File: config.mk
export PLATFORM = sky130hd
export DESIGN_NAME = csp_top
export DESIGN_NICKNAME = d
export VERILOG_FILES = /design/src/hdl/csp_pkg.sv /design/src/hdl/csp_vco_cal.sv /design/src/hdl/csp_top.sv
export VERILOG_INCLUDE_DIRS = /design/src /design/src/hdl
export SDC_FILE = /design/constraint.sdc
export NUM_CORES = 1
export LEC_CHECK = 0
export ABC_AREA = 1
export BUFFER_PORTS_ARGS = -buffer_cell sky130_fd_sc_hd__buf_2
export CAP_MARGIN = 20
export CORE_MARGIN = 4
export CORE_UTILIZATION = 54
export CTS_BUF_LIST = sky130_fd_sc_hd__clkbuf_16
export DETAILED_ROUTE_END_ITERATION = 7
export PLACE_DENSITY = 0.8
export SYNTH_ARGS = -nofsm -noshare
export SYNTH_HDL_FRONTEND = slang
export SYNTH_SLANG_ARGS = --single-unit
File: constraint.sdc
create_clock -name CLK_I -period 1.8 [get_ports CLK_I]
set_input_delay 0.18 -clock CLK_I [delete_from_list [all_inputs] [get_ports CLK_I]]
set_output_delay 0.18 -clock CLK_I [all_outputs]
set_load 0.02 [all_outputs]
File: src/hdl/csp_regs.svh
/*
  Register indices, field positions, reset values and timing counts of the
  clock source and PLL configuration block.
  Assumes a 25 MHz system clock; byte address of a register is four times its index.
*/
`ifndef CSP_REGS_SVH
`define CSP_REGS_SVH

// ----------------------------------------------------------------------------
// Register indices
// ----------------------------------------------------------------------------
`define CSP_IDX_PLL_CTRL    12'h010
`define CSP_IDX_CAL_CTRL    12'h018
`define CSP_IDX_DIV_RATIO   12'h1E0
`define CSP_IDX_DIST_SEL    12'h1E1
`define CSP_IDX_UPDATE      12'h232
`define CSP_IDX_STATUS      12'h233

// ----------------------------------------------------------------------------
// Field positions and codes
// ----------------------------------------------------------------------------
`define CSP_PLL_PWR_LSB     0
`define CSP_PLL_PWR_MSB     1
`define CSP_PFD_POL_BIT     7
`define CSP_CAL_BIT         0
`define CSP_DIV_LSB         0
`define CSP_DIV_MSB         2
`define CSP_BYPASS_BIT      0
`define CSP_SRC_VCO_BIT     1
`define CSP_UPDATE_BIT      0
`define CSP_PWR_NORMAL      2'h0
`define CSP_PWR_DOWN        2'h1

// ----------------------------------------------------------------------------
// Reset values
// ----------------------------------------------------------------------------
`define CSP_RST_PLL_CTRL    8'h01
`define CSP_RST_CAL_CTRL    8'h00
`define CSP_RST_DIV_RATIO   8'h02
`define CSP_RST_DIST_SEL    8'h00
`define CSP_RST_DIV_VALUE   3'h4

// ----------------------------------------------------------------------------
// Timing
// ----------------------------------------------------------------------------
`define CSP_CLK_PERIOD_NS   40
`define CSP_CAL_TIME_NS     4000
`define CSP_CAL_CYCLES      ((`CSP_CAL_TIME_NS + `CSP_CLK_PERIOD_NS - 1) / `CSP_CLK_PERIOD_NS)

`endif

File: src/hdl/csp_pkg.sv
/*
  Types of the clock source and PLL configuration block.
  Assumes nothing beyond the register header.
*/
package csp_pkg;

  typedef enum logic [1:0] {
    CSP_CAL_IDLE,
    CSP_CAL_RUN,
    CSP_CAL_DONE
  } csp_cal_state_t;

  typedef struct packed {
    csp_cal_state_t state;
    logic [15:0]    cnt;
    logic           busy;
    logic           done;
  } csp_cal_t;

  typedef struct packed {
    logic [7:0]  pll_buf;
    logic [7:0]  cal_buf;
    logic [7:0]  div_buf;
    logic [7:0]  sel_buf;
    logic        pll_off;
    logic        pfd_neg;
    logic        cal_bit;
    logic [2:0]  div_ratio;
    logic        bypass;
    logic        src_vco;
    logic        upd;
    logic        pready;
    logic        pslverr;
    logic [31:0] prdata;
  } csp_state_t;

endpackage : csp_pkg

File: src/hdl/csp_vco_cal.sv
/*
  VCO calibration sequencer: one run per start, re-armed only by a clear.
  Assumes start and clear are one-cycle pulses that never coincide.
*/
`timescale 1ns/10ps
`include "csp_regs.svh"

module csp_vco_cal
  import csp_pkg::*;
(
  input  wire logic clk_i,
  input  wire logic nrst_i,
  input  wire logic start_i,
  input  wire logic clear_i,
  output logic      busy_o,
  output logic      done_o
);

  csp_cal_t s;
  csp_cal_t next_s;

  // --------------------------------------------------------------------------
  // Sequencer
  // --------------------------------------------------------------------------
  always_comb begin
    next_s = s;
    case (s.state)
      CSP_CAL_IDLE: begin
        if (start_i) begin
          next_s.state = CSP_CAL_RUN;
          next_s.cnt   = 16'(`CSP_CAL_CYCLES - 1);
          next_s.busy  = 1'b1;
        end
      end
      CSP_CAL_RUN: begin
        if (s.cnt == 16'h0000) begin
          next_s.state = CSP_CAL_DONE;
          next_s.busy  = 1'b0;
          next_s.done  = 1'b1;
        end else begin
          next_s.cnt = s.cnt - 16'h0001;
        end
      end
      CSP_CAL_DONE: begin
        next_s.state = CSP_CAL_DONE;
      end
      default: begin
        next_s.state = CSP_CAL_IDLE;
      end
    endcase
    // Clear aborts a run too, so a fresh start always sees a reset engine
    if (clear_i) begin
      next_s.state = CSP_CAL_IDLE;
      next_s.cnt   = 16'h0000;
      next_s.busy  = 1'b0;
      next_s.done  = 1'b0;
    end
  end

  always_ff @(posedge clk_i) begin
    if (!nrst_i) begin
      s <= '{state: CSP_CAL_IDLE, cnt: 16'h0000, busy: 1'b0, done: 1'b0};
    end else begin
      s <= next_s;
    end
  end

  assign busy_o = s.busy;
  assign done_o = s.done;
endmodule : csp_vco_cal

File: src/hdl/csp_top.sv
/*
  Clock source selection and PLL configuration registers with an APB slave,
  buffered settings and an update strobe that makes them active.
  Assumes an APB master on CLK_I and analog blocks that follow the outputs.
*/
// Design decision made here: the APB interface to the registers.
`timescale 1ns/10ps
`include "csp_regs.svh"

module csp_top
  import csp_pkg::*;
(
  input  wire logic        CLK_I,
  input  wire logic        NRST_I,
  input  wire logic        PSEL_I,
  input  wire logic        PENABLE_I,
  input  wire logic        PWRITE_I,
  input  wire logic [11:0] PADDR_I,
  input  wire logic [31:0] PWDATA_I,
  output logic      [31:0] PRDATA_O,
  output logic             PREADY_O,
  output logic             PSLVERR_O,
  output logic             PLL_OFF_O,
  output logic             PFD_NEG_O,
  output logic             SRC_VCO_O,
  output logic             DIV_BYPASS_O,
  output logic      [2:0]  DIV_RATIO_O,
  output logic             UPDATE_O,
  output logic             CAL_BUSY_O,
  output logic             CAL_DONE_O
);

  localparam csp_state_t RESET_STATE = '{
    pll_buf:   `CSP_RST_PLL_CTRL,
    cal_buf:   `CSP_RST_CAL_CTRL,
    div_buf:   `CSP_RST_DIV_RATIO,
    sel_buf:   `CSP_RST_DIST_SEL,
    pll_off:   1'b1,
    pfd_neg:   1'b0,
    cal_bit:   1'b0,
    div_ratio: `CSP_RST_DIV_VALUE,
    bypass:    1'b0,
    src_vco:   1'b0,
    upd:       1'b0,
    pready:    1'b0,
    pslverr:   1'b0,
    prdata:    32'h0000_0000
  };

  csp_state_t  s;
  csp_state_t  next_s;
  logic        setup_ph;
  logic        done_ph;
  logic [11:0] word;
  logic        hit;
  logic        upd_fire;
  logic        cal_go;
  logic        cal_clr;
  logic        cal_busy;
  logic        cal_done;

  // --------------------------------------------------------------------------
  // Bus decode
  // --------------------------------------------------------------------------
  // Slave answers in the first access cycle; low two address bits ignored
  assign setup_ph = PSEL_I && !PENABLE_I;
  assign done_ph  = PSEL_I && PENABLE_I && s.pready;
  assign word     = {2'h0, PADDR_I[11:2]};
  assign hit      = (word == `CSP_IDX_PLL_CTRL)  || (word == `CSP_IDX_CAL_CTRL) ||
                    (word == `CSP_IDX_DIV_RATIO) || (word == `CSP_IDX_DIST_SEL) ||
                    (word == `CSP_IDX_UPDATE)    || (word == `CSP_IDX_STATUS);
  assign upd_fire = done_ph && PWRITE_I && (word == `CSP_IDX_UPDATE) &&
                    PWDATA_I[`CSP_UPDATE_BIT];
  // Start only from the cleared state, so a stale 1 never retriggers
  assign cal_go   = upd_fire && s.cal_buf[`CSP_CAL_BIT] && !s.cal_bit;
  assign cal_clr  = upd_fire && !s.cal_buf[`CSP_CAL_BIT];

  // --------------------------------------------------------------------------
  // Next state
  // --------------------------------------------------------------------------
  always_comb begin
    next_s         = s;
    next_s.upd     = 1'b0;
    next_s.pready  = 1'b0;
    next_s.pslverr = 1'b0;
    if (setup_ph) begin
      next_s.pready  = 1'b1;
      next_s.pslverr = !hit;
      next_s.prdata  = 32'h0000_0000;
      case (word)
        `CSP_IDX_PLL_CTRL:  next_s.prdata[7:0] = s.pll_buf;
        `CSP_IDX_CAL_CTRL:  next_s.prdata[7:0] = s.cal_buf;
        `CSP_IDX_DIV_RATIO: next_s.prdata[7:0] = s.div_buf;
        `CSP_IDX_DIST_SEL:  next_s.prdata[7:0] = s.sel_buf;
        `CSP_IDX_STATUS:    next_s.prdata[10:0] = {s.div_ratio, 2'h0, s.src_vco,
                                                   s.bypass, s.pfd_neg, s.pll_off,
                                                   cal_done, cal_busy};
        default:            next_s.prdata = 32'h0000_0000;
      endcase
    end
    if (done_ph && PWRITE_I) begin
      case (word)
        `CSP_IDX_PLL_CTRL:  next_s.pll_buf = PWDATA_I[7:0];
        `CSP_IDX_CAL_CTRL:  next_s.cal_buf = PWDATA_I[7:0];
        `CSP_IDX_DIV_RATIO: next_s.div_buf = PWDATA_I[7:0];
        `CSP_IDX_DIST_SEL:  next_s.sel_buf = PWDATA_I[7:0];
        default:            next_s.upd = 1'b0;
      endcase
    end
    if (upd_fire) begin
      next_s.upd     = 1'b1;
      // Only code 00b runs the loop; spare codes fail safe to off
      next_s.pll_off = s.pll_buf[`CSP_PLL_PWR_MSB:`CSP_PLL_PWR_LSB]
                       != `CSP_PWR_NORMAL;
      next_s.pfd_neg = s.pll_buf[`CSP_PFD_POL_BIT];
      next_s.cal_bit = s.cal_buf[`CSP_CAL_BIT];
      next_s.bypass  = s.sel_buf[`CSP_BYPASS_BIT];
      next_s.src_vco = s.sel_buf[`CSP_SRC_VCO_BIT];
      case (s.div_buf[`CSP_DIV_MSB:`CSP_DIV_LSB])
        3'h0:    next_s.div_ratio = 3'h2;
        3'h1:    next_s.div_ratio = 3'h3;
        3'h2:    next_s.div_ratio = 3'h4;
        3'h3:    next_s.div_ratio = 3'h5;
        // Unused codes clamp to the largest ratio, keeping channel inputs low
        default: next_s.div_ratio = 3'h6;
      endcase
    end
  end

  always_ff @(posedge CLK_I) begin
    if (!NRST_I) begin
      s <= RESET_STATE;
    end else begin
      s <= next_s;
    end
  end

  // --------------------------------------------------------------------------
  // Calibration engine
  // --------------------------------------------------------------------------
  csp_vco_cal u_cal (
    .clk_i   (CLK_I),
    .nrst_i  (NRST_I),
    .start_i (cal_go),
    .clear_i (cal_clr),
    .busy_o  (cal_busy),
    .done_o  (cal_done)
  );

  // --------------------------------------------------------------------------
  // Outputs
  // --------------------------------------------------------------------------
  assign PRDATA_O     = s.prdata;
  assign PREADY_O     = s.pready;
  assign PSLVERR_O    = s.pslverr;
  assign PLL_OFF_O    = s.pll_off;
  assign PFD_NEG_O    = s.pfd_neg;
  assign SRC_VCO_O    = s.src_vco;
  assign DIV_BYPASS_O = s.bypass;
  assign DIV_RATIO_O  = s.div_ratio;
  assign UPDATE_O     = s.upd;
  assign CAL_BUSY_O   = cal_busy;
  assign CAL_DONE_O   = cal_done;
endmodule : csp_top

==> impl_metrics.ini <==
[run_status]
run_status = complete, no violations

[power_and_ir_drop]
irDropWorstVdd_v = 0.000506
p_sw_share_pct = 23.1
p_per_area_nw_per_um2 = 826
power_frac_clock_pct = 50.3
p_comb_share_pct = 6.2
seqPwrFrac_pct = 43.6
p_int_mw = 2.92
p_sw_mw = 0.879
p_leak_nw = 2.11

[logic_synthesis]
synth_ff_type = dfxtp_1
postSynth.asyncResetShare_pct = 0
synth_area_um2 = 4080
synth_cell_types = 32
synth_top_cell_area_share_pct = 36.3
ys_seq_area_share_pct = 36.3
synth-edff-count = 0
ys_ff_latch = 74
yosysWarnings = 0
avgSynthCellArea_um2 = 6.84
yosysMostFrequentCell = nand2_1
synth_area_leaders = dfxtp_1, nand2_1, nand3_1
synth_top_area_cell = dfxtp_1
syn_inst = 596
synth_common_cells = nand2_1, dfxtp_1, inv_1

[grt]
antenna_found_initial = 0
grt_pass1_wl_um = 16200
grt_pass1_vias = 3467
grt_overflow = 0
grt_max_degree = 28
grt_use_total_pct = 22.9

[cts]
worstSkewPairLatency_ps = 340
post_cts_resized = 0
cts.path.max_buffers = 2
tritoncts = yes
path_clk_slew_ps = 60
cts_setup_buffers = 0
htree_num_levels = 3
cts_sinks = 74
hold_buffers = 0
ctsRootBufferMaster = clkbuf_16
numCtsBuffers = 9

[place]
routabilityCongestion = 0.892
dp_hpwl_um = 7150
port_buffers = 45

[worst_setup_path]
cp.depth = 10
r2r-start = u_cal.s[2]
crit_type = reg2reg
ff2ff_path_depth = 10
worstPathRequired_ps = 2060
r2r-end = u_cal.s[7]
worst_path_most_repeated_cell = nand2_1
crit_fanout = 14
cp-end-kind = flop
path_cells = inv_1 -> ha_1 -> nand2_1 -> nor2_1 -> nand3_1 -> nand2_1 -> inv_4 -> nand2_1 -> nand2_1 -> a21oi_1
crit_path_end = u_cal.s[7]
max_stage_delay_ps = 320
crit_slowest_cell = dfxtp_1
critPathLaunch = u_cal.s[2]
reg2reg_setup_slack_ps = 150
arrival_ps = 1910
startpoint_type = flop
crit_family = simple AND/OR/NAND/NOR gates
cp_num_buf_inv = 2

[routing]
first_pass_iters = 5
routedWlPerCell_um = 13.5
totalWireLength_um = 10000
routed_via_density = 5.33
ant_nets = 0
drtIter0Drc = 304
dr_total_vias = 3953
drcViolationCount = 0

[final_layout]
multi_input_area_um2 = 2020
drive_gt1_share_pct = 16.2
n_antenna_cell = 0
area_growth_pct = 13.0
nNetsFinal = 692
fillerInstances = 668
regArea_um2 = 1480

[floorplan]
io_pins = 93
rows = 31
fp.dieW_um = 94.9
dieHeight_um = 94.9
start_util_pct = 55.9
fp.dieArea_um2 = 9000
core_area_um2 = 7290

[job]
cap_violations = 0

[worst_hold_path]
worst_hold_path_type = in2reg

[sta]
slew-limit-headroom_pct = 64.7
setup_violations = 0
final.setup.tns_ps = 0
slew_violations = 0
skew_ps = 6.69
min_period_over_period_pct = 91.5
rsz0062_at_grt = no
hold_viol = 0
timing.hold.ws_ps = 108
fin_crit_ps = 1650
tightest_slew_ps = 527
max_freq_mhz = 607
[final cells by class]
| type | count | area share, % |
|---|---|---|
| Clock inverter | 6 | 2.01 |
| Multi-Input combinational cell | 415 | 43.8 |
| Timing Repair Buffer | 65 | 8.42 |
| Tap cell | 99 | 2.69 |
| Clock buffer | 9 | 4.89 |
| Inverter | 73 | 6.00 |
| Sequential cell | 74 | 32.2 |
[sequential cells by signal (all words and copies together) (netlist names)]
name and cells:
PRDATA_O 11, u_cal.s 18, SRC_VCO_O 1, DIV_BYPASS_O 1, u_cal.done_o 1, PREADY_O 1, DIV_RATIO_O 3, u_cal.busy_o 1
PLL_OFF_O 1, UPDATE_O 1, PFD_NEG_O 1, s 33, PSLVERR_O 1
[cells by family after synthesis]
kind of cell | Yosys count | synth area share, %
other | 1 | 0.0920
buffers and inverters | 127 | 16.1
and+or+nand+nor | 263 | 29.3
AOI/OAI and AO/OA | 126 | 16.7
DFF | 74 | 36.3
adders and majority gates | 5 | 1.53
[placed cells by master, fill, tap and decap left out, types with 4 or more instances in the layout]
cell       synthesis  final
o21ai_0           51     51
nor2_4             6      6
nand4_1            6      6
nor3_1             4      4
buf_2              6     45
dfxtp_1           74     74
ha_1               5      4
nand2_1          113    113
nor2_2             4      5
conb_1             1     21
o21bai_1           4      4
buf_4             36     19
nor2_1            63     62
clkbuf_16          0      9
a21oi_1           60     60
nand3_1           61     61
inv_1             69     69
[how the worst min path moves through the flow]
stage | from | end | slack, ps | depth (start not counted)
finish | PWDATA_I[5] | s[56] | 110 | 3
global route | PWDATA_I[3] | s[54] | 130 | 3
CTS | PWDATA_I[5] | s[56] | 110 | 3
detailed placement | s[53] | DIV_RATIO_O[0] | 440 | 1
global placement | s[53] | DIV_RATIO_O[0] | 430 | 1
floorplan | PWDATA_I[3] | s[54] | 320 | 2
[layer usage]
layer,track usage (%),vias to the layer above,share of wire [%]
li1,-,1963,-
met1,30.2,1802,44
met2,36.6,165,47
met3,4.30,23,6.8
met4,9.38,0,2.3
met5,0,-,0
[worst reg2reg max path, cell delays in order (launching register included)]
cell	delay, ps
dfxtp_1	320
inv_1	120
ha_1	200
nand2_1	60
nor2_1	150
nand3_1	100
nand2_1	110
inv_4	90
nand2_1	160
nand2_1	100
a21oi_1	150
[per-stage QoR]
stage	total power [mW]	worst slack, ps	utilization, %	cells	area (µm²)
CTS	3.80	125	63.1	741	4600
global route	3.91	5.04	63.2	741	4610
floorplan	1.90	300	-	616	4150
global placement	1.92	200	58.7	726	4280
finish	3.80	153	63.2	741	4610
detailed placement	1.92	164	58.7	726	4280
[power groups by stage]
stage	clock network (mW)	registers (mW)	logic, mW
6_report	1.91	1.66	0.234
5_1_grt	2.00	1.66	0.256
4_1_cts	1.91	1.66	0.231
3_5_place_dp	0	1.69	0.230
3_3_place_gp	0	1.69	0.226
2_1_floorplan	0	1.69	0.202
(Power assumes the default switching activity.)
